--- src/common/bsr_params.svh ---
`ifndef BSR_PARAMS_SVH
`define BSR_PARAMS_SVH

// slave address bytes as seen on the wire, r/w bit included
`define BSR_ADDR_WRITE      8'h58
`define BSR_ADDR_READ       8'h59

// register indices carried by the command code
`define BSR_OFS_STATUS      8'h02
`define BSR_OFS_IDENT       8'h03

// reset and fill values
`define BSR_STATUS_RESET    8'h00
`define BSR_READ_ZERO       8'h00

// status field positions
`define BSR_ST_SUMMARY      0
`define BSR_ST_THERMAL      1
`define BSR_ST_OVERCURRENT  2
`define BSR_ST_BACKLIGHT    3
`define BSR_ST_STRING_LO    4
`define BSR_ST_STRING_HI    5

// string fault encodings
`define BSR_STRINGS_NONE    2'b00
`define BSR_STRINGS_ONE     2'b01
`define BSR_STRINGS_MULTI   2'b11
`define BSR_STRING_CNT_ONE  4'h1

// identification fields and values
`define BSR_ID_PANEL_BIT    7
`define BSR_ID_PANEL_LED    1'b1
`define BSR_VENDOR_CODE     4'h9
`define BSR_SPIN_FIRST      3'h0

// bit count of one serial byte
`define BSR_BITS_PER_BYTE   4'h8
`define BSR_BYTE_MSB        7

// positions in the synchronised pin bundle
`define BSR_PIN_SCL         0
`define BSR_PIN_SDA         1
`define BSR_PIN_THERMAL     2
`define BSR_PIN_OVERCUR     3
`define BSR_PIN_BACKLIGHT   4
`define BSR_PIN_STR_LO      5
`define BSR_PIN_STR_HI      8
// bundle level in reset: bus lines high, conditions low
`define BSR_PIN_IDLE        9'h003

`endif

--- src/common/bsr_pkg.sv ---
package bsr_pkg;

  // serial engine states
  typedef enum logic [2:0] {
    BSR_IDLE = 3'b000,
    BSR_RECV = 3'b001,
    BSR_ACK  = 3'b010,
    BSR_SEND = 3'b011,
    BSR_MACK = 3'b100
  } bsr_state_t;

  // which byte of a transfer is being received
  typedef enum logic [1:0] {
    BSR_KIND_ADDR = 2'b00,
    BSR_KIND_CMD  = 2'b01,
    BSR_KIND_DATA = 2'b10
  } bsr_kind_t;

  typedef logic [7:0] bsr_byte_t;

endpackage

--- src/common/bsr_reg_if.sv ---
`timescale 1ns/1ps
// read path between serial engine and register bank
interface bsr_reg_if;
  bsr_pkg::bsr_byte_t index;    // register index from command code
  bsr_pkg::bsr_byte_t rd_data;  // value of indexed register

  modport engine (output index, input rd_data);
  modport bank   (input index, output rd_data);
endinterface

--- src/rtl/bsr_pin_sync.sv ---
`timescale 1ns/1ps
// three-stage synchroniser; output follows once stages two and three agree
module bsr_pin_sync #(
  parameter int              WIDTH     = 1,
  parameter logic [WIDTH-1:0] RESET_VAL = '0
) (
  input  wire logic             i_ref_clk,  // logic clock
  input  wire logic             i_rstn,     // async reset, active low
  input  wire logic [WIDTH-1:0] i_async,    // raw pin levels
  output logic      [WIDTH-1:0] o_sync      // filtered synchronous levels
);
  logic [WIDTH-1:0] s1_reg, s2_reg, s3_reg;    // sync stages
  logic [WIDTH-1:0] out_reg, out_next;          // accepted level

  // accept a bit only when the two late stages agree
  always_comb begin
    out_next = (s3_reg & ~(s2_reg ^ s3_reg)) | (out_reg & (s2_reg ^ s3_reg));
  end

  // stage one feeds stage two only
  always_ff @(posedge i_ref_clk or negedge i_rstn) begin
    if (!i_rstn) begin
      s1_reg  <= RESET_VAL;
      s2_reg  <= RESET_VAL;
      s3_reg  <= RESET_VAL;
      out_reg <= RESET_VAL;
    end else begin
      s1_reg  <= i_async;
      s2_reg  <= s1_reg;
      s3_reg  <= s2_reg;
      out_reg <= out_next;
    end
  end

  assign o_sync = out_reg;
endmodule

--- src/rtl/bsr_reg_bank.sv ---
`timescale 1ns/1ps
`include "bsr_params.svh"
// fault/status and identification registers, both read only
module bsr_reg_bank #(
  parameter logic [3:0] VENDOR = `BSR_VENDOR_CODE,  // arbitrary vendor value
  parameter logic [2:0] SPIN   = `BSR_SPIN_FIRST    // silicon spin value
) (
  input  wire logic       i_ref_clk,         // logic clock
  input  wire logic       i_rstn,            // async reset, active low
  input  wire logic       i_thermal,         // thermal shutdown active
  input  wire logic       i_overcurrent,     // input overcurrent active
  input  wire logic       i_backlight_on,    // backlight is lit
  input  wire logic [3:0] i_faulted_strings, // count of disabled strings
  bsr_reg_if.bank         regs               // read port to engine
);
  import bsr_pkg::*;

  bsr_byte_t status_reg, status_next;  // live status image
  logic [1:0] string_code;             // encoded string fault count
  logic       any_fault;               // summary of fault conditions
  bsr_byte_t  ident;                   // fixed identification value

  // encode string count and build status image
  always_comb begin
    if (i_faulted_strings == '0) begin
      string_code = `BSR_STRINGS_NONE;
    end else if (i_faulted_strings == `BSR_STRING_CNT_ONE) begin
      string_code = `BSR_STRINGS_ONE;
    end else begin
      string_code = `BSR_STRINGS_MULTI;
    end
    any_fault   = i_thermal | i_overcurrent | (string_code != `BSR_STRINGS_NONE);
    status_next = `BSR_READ_ZERO;               // reserved bits stay zero
    status_next[`BSR_ST_SUMMARY]     = any_fault;
    status_next[`BSR_ST_THERMAL]     = i_thermal;
    status_next[`BSR_ST_OVERCURRENT] = i_overcurrent;
    status_next[`BSR_ST_BACKLIGHT]   = i_backlight_on;
    status_next[`BSR_ST_STRING_HI:`BSR_ST_STRING_LO] = string_code;
  end

  // status follows conditions only, never bus writes
  always_ff @(posedge i_ref_clk or negedge i_rstn) begin
    if (!i_rstn) begin
      status_reg <= `BSR_STATUS_RESET;
    end else begin
      status_reg <= status_next;
    end
  end

  // panel bit, vendor field, spin field; constant wiring
  assign ident = {`BSR_ID_PANEL_LED, VENDOR, SPIN};

  // read decode; other indices read zero
  always_comb begin
    case (regs.index)
      `BSR_OFS_STATUS: regs.rd_data = status_reg;
      `BSR_OFS_IDENT:  regs.rd_data = ident;
      default:         regs.rd_data = `BSR_READ_ZERO;
    endcase
  end
endmodule

--- src/rtl/bsr_smbus_top.sv ---
`timescale 1ns/1ps
`include "bsr_params.svh"
// Overview of operation
// - status: bits 7..6 reserved, reset 0x00
// - string bits encode count: 00, 01, 11
// - bit 3 shows backlight on state
// - bit 2 shows input overcurrent
// - bit 1 shows thermal shutdown fault
// - bit 0 is OR of all faults
// - identification: 4-bit vendor, 3-bit revision
// - revision field sits in bits 2..0
// - revision starts at 0, steps by 1
// - identification bit 7 reads constant 1
// - vendor field in bits 6..3, fixed
// - identification register ignores host writes
// - read/write byte, command code is index
// - answer address bytes 0x58 and 0x59
// - reserved status bits read 0, writes ignored
module bsr_smbus_top #(
  parameter logic [3:0] VENDOR = `BSR_VENDOR_CODE,  // arbitrary vendor value
  parameter logic [2:0] SPIN   = `BSR_SPIN_FIRST    // silicon spin value
) (
  input  wire logic       i_ref_clk,          // 20 mhz logic clock
  input  wire logic       i_rstn,             // async reset, active low
  input  wire logic       i_smb_clk,          // serial clock pin level
  input  wire logic       i_smb_data,         // serial data pin level
  output logic            o_smb_data_out,     // data pin drive value
  output logic            o_smb_data_oe,      // data pin drive enable
  input  wire logic       i_thermal,          // thermal shutdown condition
  input  wire logic       i_overcurrent,      // input overcurrent condition
  input  wire logic       i_backlight_on,     // backlight lit
  input  wire logic [3:0] i_faulted_strings,  // count of disabled strings
  output bsr_pkg::bsr_state_t o_state         // engine state, for debug
);
  import bsr_pkg::*;

  // no clock stretching: each answer must be ready within one low phase,
  // which the four-clock pin pipeline meets while the master keeps every
  // half period at eight clocks or more
  // three conditions, the string count and the two bus lines
  localparam int SYNC_W = 9;  // pins passing the synchroniser

  // synchronised pins
  logic [SYNC_W-1:0] pins_raw;      // raw pin bundle
  logic [SYNC_W-1:0] pins_sync;     // synchronised bundle
  logic              scl_s;         // serial clock, synchronous
  logic              sda_s;         // serial data, synchronous
  logic              thermal_s;     // thermal condition, synchronous
  logic              overcur_s;     // overcurrent, synchronous
  logic              bl_on_s;       // backlight state, synchronous
  logic [3:0]        strings_s;     // string count, synchronous

  // bus line history and events
  logic scl_q_reg, scl_q_next;      // previous serial clock
  logic sda_q_reg, sda_q_next;      // previous serial data
  logic scl_rise;                   // clock rising edge
  logic scl_fall;                   // clock falling edge
  logic bus_start;                  // start or repeated start
  logic bus_stop;                   // stop condition
  // decode of the gathered byte
  logic byte_full;                  // eight bits gathered in shift register
  logic rd_addr;                    // gathered byte is our read address

  // engine state
  bsr_state_t st_reg,    st_next;     // engine state
  bsr_kind_t  kind_reg,  kind_next;   // byte being received
  logic [3:0] bit_reg,   bit_next;    // bits seen in current byte
  bsr_byte_t  shift_reg, shift_next;  // serial shift register
  bsr_byte_t  cmd_reg,   cmd_next;    // last command code
  logic       rw_reg,    rw_next;     // current address was a read
  logic       oe_reg,    oe_next;     // pull data line low
  logic       addr_hit;               // received byte is our address

  // register read path
  // index goes out, register value comes back without a clock
  bsr_reg_if regs ();

  // all outside levels pass three stages
  // bundle order matches the pin positions in the header
  assign pins_raw = {i_faulted_strings, i_backlight_on, i_overcurrent,
                     i_thermal, i_smb_data, i_smb_clk};

  // bus lines idle high, conditions idle low
  // the filter hides spikes shorter than one clock
  bsr_pin_sync #(
    .WIDTH     (SYNC_W),
    .RESET_VAL (`BSR_PIN_IDLE)
  ) u_sync (
    .i_ref_clk (i_ref_clk),
    .i_rstn    (i_rstn),
    .i_async   (pins_raw),
    .o_sync    (pins_sync)
  );

  // unpack synchronised bundle
  // bus lines first, then the conditions
  assign scl_s     = pins_sync[`BSR_PIN_SCL];
  assign sda_s     = pins_sync[`BSR_PIN_SDA];
  assign thermal_s = pins_sync[`BSR_PIN_THERMAL];
  assign overcur_s = pins_sync[`BSR_PIN_OVERCUR];
  assign bl_on_s   = pins_sync[`BSR_PIN_BACKLIGHT];
  assign strings_s = pins_sync[`BSR_PIN_STR_HI:`BSR_PIN_STR_LO];

  // status and identification storage
  // its inputs are already synchronised, so it needs no filter of its own
  bsr_reg_bank #(
    .VENDOR (VENDOR),
    .SPIN   (SPIN)
  ) u_bank (
    .i_ref_clk         (i_ref_clk),
    .i_rstn            (i_rstn),
    .i_thermal         (thermal_s),
    .i_overcurrent     (overcur_s),
    .i_backlight_on    (bl_on_s),
    .i_faulted_strings (strings_s),
    .regs              (regs)
  );

  // command code selects the register read back
  // the last command code stays in force for a read that sends none
  assign regs.index = cmd_reg;

  // address decode, shared by acknowledge and direction capture
  function automatic logic is_our_addr(input bsr_byte_t b);
    // either direction of our seven-bit address
    return (b == `BSR_ADDR_WRITE) || (b == `BSR_ADDR_READ);
  endfunction

  // read direction of our address; the r/w bit rides in the lsb
  function automatic logic is_read_addr(input bsr_byte_t b);
    return (b == `BSR_ADDR_READ);
  endfunction

  // history of the synchronous lines, one clock back
  always_comb begin
    scl_q_next = scl_s;
    sda_q_next = sda_s;
  end

  // edge and condition detection on synchronous lines
  always_comb begin
    // both lines share one pipeline, so their edges stay aligned
    scl_rise  = scl_s & ~scl_q_reg;
    scl_fall  = ~scl_s & scl_q_reg;
    // data moving while the clock stays high marks start and stop
    bus_start = scl_s & scl_q_reg & sda_q_reg & ~sda_s;
    bus_stop  = scl_s & scl_q_reg & ~sda_q_reg & sda_s;
  end

  // decode of the gathered byte
  always_comb begin
    byte_full = (bit_reg == `BSR_BITS_PER_BYTE);  // all bits of a byte seen
    addr_hit  = is_our_addr(shift_reg);
    rd_addr   = is_read_addr(shift_reg);
  end

  // serial engine next-state logic
  always_comb begin
    st_next    = st_reg;
    kind_next  = kind_reg;
    bit_next   = bit_reg;
    shift_next = shift_reg;
    cmd_next   = cmd_reg;
    rw_next    = rw_reg;
    oe_next    = oe_reg;
    if (bus_start) begin
      // start or repeated start: expect address byte
      // a start in mid byte abandons it; nothing had been stored
      st_next   = BSR_RECV;
      kind_next = BSR_KIND_ADDR;
      bit_next  = '0;
      oe_next   = 1'b0;
    end else if (bus_stop) begin
      // stop ends any transfer and frees the line
      st_next = BSR_IDLE;
      oe_next = 1'b0;
    end else begin
      // states follow the byte and acknowledge rhythm of the bus
      case (st_reg)
        BSR_IDLE: begin
          // wait for a start
          // the data line stays released between transfers
          oe_next = 1'b0;
        end
        BSR_RECV: begin
          // gather a byte from the master, then acknowledge on the ninth clock
          if (scl_rise && !byte_full) begin
            // sample one bit, msb first
            shift_next = {shift_reg[`BSR_BYTE_MSB-1:0], sda_s};
            bit_next   = bit_reg + 4'h1;
          end else if (scl_fall && byte_full) begin
            // byte complete: decide on acknowledge
            case (kind_reg)
              BSR_KIND_ADDR: begin
                // only our address gets an acknowledge
                if (addr_hit) begin
                  rw_next = rd_addr;
                  oe_next = 1'b1;
                  st_next = BSR_ACK;
                end else begin
                  st_next = BSR_IDLE;  // other slave, stay off the line
                end
              end
              BSR_KIND_CMD: begin
                // command code is the register index
                cmd_next = shift_reg;
                oe_next  = 1'b1;
                st_next  = BSR_ACK;
              end
              default: begin
                // write data acknowledged and dropped
                oe_next = 1'b1;
                st_next = BSR_ACK;
              end
            endcase
          end
        end
        // ninth clock: hold the acknowledge until the clock falls
        BSR_ACK: begin
          if (scl_fall) begin
            // acknowledge clock done
            bit_next = '0;
            if ((kind_reg == BSR_KIND_ADDR) && rw_reg) begin
              // read byte: present register value, msb first
              shift_next = regs.rd_data;
              // pulling low sends a zero; a one leaves the line to the pull-up
              oe_next    = ~regs.rd_data[`BSR_BYTE_MSB];
              st_next    = BSR_SEND;
            end else begin
              // write direction: release and take the next byte
              oe_next   = 1'b0;
              st_next   = BSR_RECV;
              kind_next = (kind_reg == BSR_KIND_ADDR) ? BSR_KIND_CMD : BSR_KIND_DATA;
            end
          end
        end
        // drive the register value, one bit per clock, msb first
        BSR_SEND: begin
          if (scl_rise) begin
            // master samples the bit on this rise
            bit_next = bit_reg + 4'h1;
          end else if (scl_fall) begin
            if (bit_reg == `BSR_BITS_PER_BYTE) begin
              // byte sent, release for master acknowledge
              oe_next = 1'b0;
              st_next = BSR_MACK;
            end else begin
              // move the next bit up while the clock is low
              shift_next = {shift_reg[`BSR_BYTE_MSB-1:0], 1'b0};
              oe_next    = ~shift_reg[`BSR_BYTE_MSB-1];
            end
          end
        end
        BSR_MACK: begin
          // single byte read: any master answer ends the transfer
          // more bytes after a master ack are not supported
          if (scl_rise) begin
            st_next = BSR_IDLE;
          end
        end
        // unused codes fall back to idle with the line released
        default: begin
          st_next = BSR_IDLE;
          oe_next = 1'b0;
        end
      endcase
    end
  end

  // engine and line history registers
  always_ff @(posedge i_ref_clk or negedge i_rstn) begin
    if (!i_rstn) begin
      // history starts at the idle level, so no false edge follows reset
      scl_q_reg <= 1'b1;
      sda_q_reg <= 1'b1;
      st_reg    <= BSR_IDLE;
      kind_reg  <= BSR_KIND_ADDR;
      bit_reg   <= '0;
      shift_reg <= `BSR_READ_ZERO;
      cmd_reg   <= `BSR_READ_ZERO;
      rw_reg    <= 1'b0;
      oe_reg    <= 1'b0;
    end else begin
      // every engine register takes its next value
      scl_q_reg <= scl_q_next;
      sda_q_reg <= sda_q_next;
      st_reg    <= st_next;
      kind_reg  <= kind_next;
      bit_reg   <= bit_next;
      shift_reg <= shift_next;
      cmd_reg   <= cmd_next;
      rw_reg    <= rw_next;
      oe_reg    <= oe_next;
    end
  end

  // open-drain data: only ever pulls low
  // the drive value never changes; only the enable moves the line
  assign o_smb_data_out = 1'b0;
  assign o_smb_data_oe  = oe_reg;
  // state is shown for debug and for the checker
  assign o_state        = st_reg;
endmodule
--- config.mk ---
export PLATFORM = sky130hd
export DESIGN_NAME = bsr_smbus_top
export DESIGN_NICKNAME = d
export VERILOG_FILES = /design/src/common/bsr_pkg.sv /design/src/common/bsr_reg_if.sv /design/src/rtl/bsr_pin_sync.sv /design/src/rtl/bsr_reg_bank.sv /design/src/rtl/bsr_smbus_top.sv
export VERILOG_INCLUDE_DIRS = /design/src /design/src/common
export SDC_FILE = /design/constraint.sdc
export NUM_CORES = 1
export LEC_CHECK = 0
export BUFFER_PORTS_ARGS = -buffer_cell sky130_fd_sc_hd__buf_2
export CAP_MARGIN = 40
export CELL_PAD_IN_SITES_DETAIL_PLACEMENT = 2
export CELL_PAD_IN_SITES_GLOBAL_PLACEMENT = 2
export CORE_UTILIZATION = 30
export CTS_CLUSTER_SIZE = 24
export DETAILED_ROUTE_END_ITERATION = 7
export PLACE_DENSITY_LB_ADDON = 0.1
export SETUP_SLACK_MARGIN = 0.2
export SLEW_MARGIN = 20
export SYNTH_ARGS = -nofsm -noshare
export SYNTH_HDL_FRONTEND = slang
export SYNTH_SLANG_ARGS = --single-unit
--- constraint.sdc ---
create_clock -name i_ref_clk -period 2.25 [get_ports i_ref_clk]
set_input_delay 0 -clock i_ref_clk [delete_from_list [all_inputs] [get_ports i_ref_clk]]
set_output_delay 0 -clock i_ref_clk [all_outputs]
set_load 0.01 [all_outputs]
==> results of run 1 <==
==> area by class of cell <==
cell class	count	area, µm²
fill	974	5750
sequential	71	1790
multi-input combinational	130	1030
timing repair buffer	35	280
tap	111	139
clock buffer	9	124
clock inverter	7	63.8
inverter	5	18.8
==> repair_timing <==
item | in CTS | in global routing
endpoints found under the setup margin | 8 | 20
pin swaps | 1 | 2
resized for setup | 0 | 13
hold buffers | 10 | 0
hold endpoints to repair | 71 | 0
setup buffers | 1 | 5
==> layout by cell type (no fill, tap or decap), drive strengths merged, types with 5 or more instances in the layout <==
cell,instances
buf,25
dfrtp,61
dlygate4sd3,10
nor2,10
dfstp,10
mux2,17
a22o,5
inv,9
nand2b,7
a21oi,7
nand2,11
maj3,9
o21ai,8
clkbuf,9
nor3,5
==> final timing paths <==
kind,from,endpoint
setup / recovery,bit_reg[0],cmd_reg[3]
hold / removal,i_rstn,bit_reg[2]
setup reg to reg,bit_reg[0],cmd_reg[3]
hold reg to reg,u_sync.s1_reg[3],u_sync.s2_reg[3]
max in group asynchronous,i_rstn,asynchronous set/reset pin
min in group i_ref_clk,i_thermal,u_sync.s1_reg[2]
==> routing by layer <==
| layer | routed length [µm] | track usage (%) | part of all wire [%] | up-vias |
|---|---|---|---|---|
| met3 | 133 | 3.58 | 2.2 | 8 |
| met1 | 2850 | 18.1 | 48 | 941 |
| met4 | 91 | 5.43 | 1.5 | 0 |
| met5 | 0 | 0 | 0 | - |
| li1 | - | - | - | 849 |
| met2 | 2880 | 21.8 | 48 | 22 |
==> metrics by stage <==
step                hold WS (ps)  cell area (µm²)  std cells
finish                       135             3440        368
global placement             107             3030        335
CTS                          140             3360        363
global route                 170             3440        368
floorplan                   -296             2840        213
detailed placement         -21.7             3050        336
==> power by group <==
group | switching, mW | leakage [nW] | total [mW] | internal (mW)
registers | 0.178 | 0.847 | 1.62 | 1.45
clock network | 0.546 | 0.0903 | 0.971 | 0.425
logic | 0.217 | 0.523 | 0.487 | 0.270
==> worst max-delay path, stage by stage (launching register included) <==
cell      delay (ps)
dfrtp_1          410
inv_1             70
ha_1             140
nand3b_1         240
nor2_1           210
nand2_2           90
nor3b_4          220
buf_12           160
mux2_2           330
==> kinds of logic after synthesis <==
family	after synthesis	synth area share (%)
compound gates	39	9.53
xor+xnor	1	0.309
fa+ha+maj	11	4.06
buf+inv	12	2.38
flops	71	63.1
mux	18	7.10
other cells	1	0.132
simple gates	60	13.4
==> metrics.txt, run 1 <==
Die Area about 9800 µm²; Crit Path Category register to register; DRT Pass-1 Iters 4; Tcrit/Tclk final between 80% and 90%; Inserted Clock Buffers 9; syn nets roughly 230; boundary pin count 16; unrepaired setup endpoints after global routing true; Core Area 9200 µm²; #FFs+latches synth 71; ant diodes 0; Final Hold Viols 0; Synth-to-Final Area Change 21.4%; Power Density just under 900 nW/µm²; FMAX a little over 500 MHz; post-synthesis area per instance 13.3 µm²; Routed WL 5.95 mm; FFs w/ async S/R, synth 100%; dpl ws about 140 ps; Syn Inst Count 213; Critical Path RT 2490 ps; HPWL after DPL about 4.1 mm; ranking of synthesized cells by area dfrtp_1 (54%), dfstp_2 (9.3%), mux2_2 (5.6%), maj3_1 (3.2%), a22o_1 (1.5%); die width ~99 µm; top cell type by total area after synthesis dfrtp_1; HP Class input port to asynchronous set/reset pin; initial antenna violation count 0; Port Buffers 14; overall power between 3 and 4 mW; maximum capacitance violations 0; dominant synthesized flop cell dfrtp_1; Pins Over Slew Limit 0; min Tclk post-route a little under 2000 ps; Sink Count about 70; top-count cell post-synth dfrtp_1; distinct cell type count after synthesis 51; FF-to-FF setup slack between 200 and 300 ps; GRT Resource Usage Total ~14%; final setup skew roughly 13 ps; htree depth 3; grt ovf 0; Placer Congestion between 0.7 and 0.8; share of the synthesized area in the top cell type roughly 54%; crit end category register; WL per Instance between 15 and 20 µm; drt drc 0; largest net degree at the start of global routing 42; post-layout util between 30% and 40%; vias per inst just under 5; Seq/Total Area, Yosys about 63%; Leak ~1.5 nW; # setup viols final 0; DR vias ~1800; vias in the first global route approximately 2000; CP Max Fanout 8; Die H between 90 and 100 µm; Crit path arrival time ~2200 ps; Syn. warnings 0; Synth top cells by count dfrtp_1 (61), mux2_2 (14), nand2_1 (11), dfstp_2 (10), nor2_1 (10); Worst-Skew Late Latency between 300 and 400 ps; DRT iter0 DRCs 63; peak supply drop approximately 380 µV; setup TNS 0 ps; Post-Syn Area between 2000 and 3000 µm²; Reg2Reg Depth 8; remaining antenna violation count after routing 0; clock slew at reported path FFs ~90 ps; row count 35; CTS tree built; first-pass GRT wire length roughly 10 mm; nets@finish between 200 and 300; status finished, final reports clean; final worst slack around 280 ps; crit start category register; Clock Path Buffers 2; share of cells above drive strength 1 a little under a third; Post-synth EDFFs 0; Starting Density 30.8%; root buffer cell clkbuf_8
Note: power is estimated with default switching activity, not from simulation.
==> run 2: changes to the inputs <==
Settings changed: ABC_CLOCK_PERIOD_IN_PS set to 2250, PLACE_DENSITY set to 0.62, PLACE_DENSITY_LB_ADDON 0.1 to not set.
==> metrics.txt, run 2 (synthesis gave the netlist of run 1 again) <==
Crit path arrival time approximately 2200 ps; met2 WL 2.91 mm; Crit path max-delay family simple AND/OR/NAND/NOR gates; Clock Path Buffers 2; CTS tree built; Placer Congestion roughly 0.77; die width between 90 and 100 µm; Routed WL around 6.0 mm; HP Class input port to asynchronous set/reset pin; GRT Resource Usage Total roughly 14%; Final Hold Viols 0; root buffer cell clkbuf_8; Tcrit/Tclk final slightly below 90%; Die H just under 100 µm; FMAX between 500 and 600 MHz; status finished, final reports clean; number of fill cells around 960; htree depth 3; Reg power frac between 50% and 60%; crit start category register; P_sw roughly 0.95 mW; Port Buffers 14; Pins Over Slew Limit 0; clock slew at reported path FFs 90 ps; min Tclk post-route roughly 2000 ps; crit end category register; DRT Pass-1 Iters 4; unrepaired setup endpoints after global routing true; first-pass GRT wire length ~10 mm; HPWL after DPL about 4.0 mm; boundary pin count 16; WL per Instance 16.1 µm; reg2reg start bit_reg[1]; Synth-to-Final Area Change 22.1%; Power Density 893 nW/µm²; Logic pwr share 15.9%; Inserted Clock Buffers 9; ant diodes 0; Top Metal Used met4; DR vias 1821; overall power 3.09 mW; setup TNS 0 ps; WP buf/inv 2; Sw Ratio between 30% and 40%; DRT iter0 DRCs 44; Die Area ~9800 µm²; vias in the first global route between 1500 and 2000; Metal-1 WL 2.81 mm; met3 routed WL approximately 150 µm; most frequent cells in the layout dfrtp_1 (60), buf_2 (13), buf_4 (13), mux2_2 (11); r2r endpoint cmd_reg[5]; Cell Int Power 2.14 mW; Critical Path Max Stage Delay between 400 and 500 ps; Reg2Reg Depth 8; slowest cell on the critical path dfrtp_1; # setup viols final 0; final setup skew about 9.6 ps; row count 35; grt ovf 0; clock power share a little under a third; Sink Count just over 70; Worst-Skew Late Latency about 350 ps; maximum capacitance violations 0; initial antenna violation count 0; Crit Path Category register to register; FF-to-FF setup slack between 200 and 300 ps; remaining antenna violation count after routing 0; vias per inst between 4 and 5; Core Area slightly above 9000 µm²; Critical Path RT approximately 2500 ps; nets@finish ~270; largest net degree at the start of global routing 60; drt drc 0; Starting Density 30.8%; CP Max Fanout 7; peak supply drop 397 µV; share of cells above drive strength 1 31.9%; most common cell after layout, fill and taps aside dfrtp_1; cell-by-cell trace of the critical path inv_2 -> ha_1 -> nand3b_1 -> nor2_1 -> nand2_2 -> nor3b_4 -> buf_12 -> mux2_2; Leak 1.48 nW
-- run 2: changes by cell type in the layout (fill, tap and decap cells not counted), moves of 2 or more --
cell      previous run  this run
inv_8                2         0
buf_4               10        13
clkinv_4             1         3
mux2_4               7         3
mux2_2               8        11
-- run 2: area by class of cell --
type                    count  area, µm²  area share (%)
clock buffers               9        124            3.58
clock inverters             7       67.6            1.95
inverters                   5       18.8           0.542
multi-input cells         130       1010            29.3
flip-flops and latches     71       1790            51.7
well taps                 111        139            4.01
repair buffers             38        310            8.96
-- run 2: worst max path at each step --
stage / end / cells after the start / slack [ps] / startpoint
6_report: cmd_reg[5] / 8 / 270 / bit_reg[1]
5_1_grt: cmd_reg[6] / 8 / 150 / bit_reg[1]
4_1_cts: o_smb_data_oe / 5 / 210 / shift_reg[5]
3_5_place_dp: cmd_reg[0] / 7 / 190 / bit_reg[0]
3_3_place_gp: cmd_reg[3] / 7 / 250 / bit_reg[0]
2_1_floorplan: cmd_reg[0] / 7 / 380 / scl_q_reg
-- run 2: power by group through the flow --
stage	Sequential, mW	Clock (mW)	Combinational, mW
floorplan	1.57	0	0.316
global placement	1.64	0	0.410
detailed placement	1.65	0	0.429
CTS	1.63	1.01	0.446
global route	1.65	1.07	0.553
finish	1.63	0.972	0.492
-- run 2: timing repair --
action,CTS,global route
hold buffers,10,0
pin swaps,1,2
resized for setup,0,9
buffers inserted,2,7
hold endpoints to repair,70,0
endpoints found under the setup margin,8,21
cloned,0,0
-- run 2: worst register-to-register path, cell delays in order (launching register included) --
cell and delay, ps:
dfrtp_1 410, inv_2 70, ha_1 130, nand3b_1 240, nor2_1 200, nand2_2 90, nor3b_4 240, buf_12 160
mux2_2 330
-- run 2: stage by stage --
stage,hold slack (ps),instances,instance area [µm²],setup slack [ps],util [%]
finish,41.4,371,3460,274,37.7
global placement,106,335,3030,245,32.9
global route,29.5,371,3460,149,37.7
floorplan,-296,213,2840,378,-
CTS,30.6,364,3380,210,36.7
detailed placement,-128,336,3060,189,33.2
-- run 2: per-layer routing --
layer	track usage [%]	vias to the layer above
met3	3.79	9
li1	-	846
met4	5.43	0
met2	21.8	21
met5	0	-
met1	17.6	945
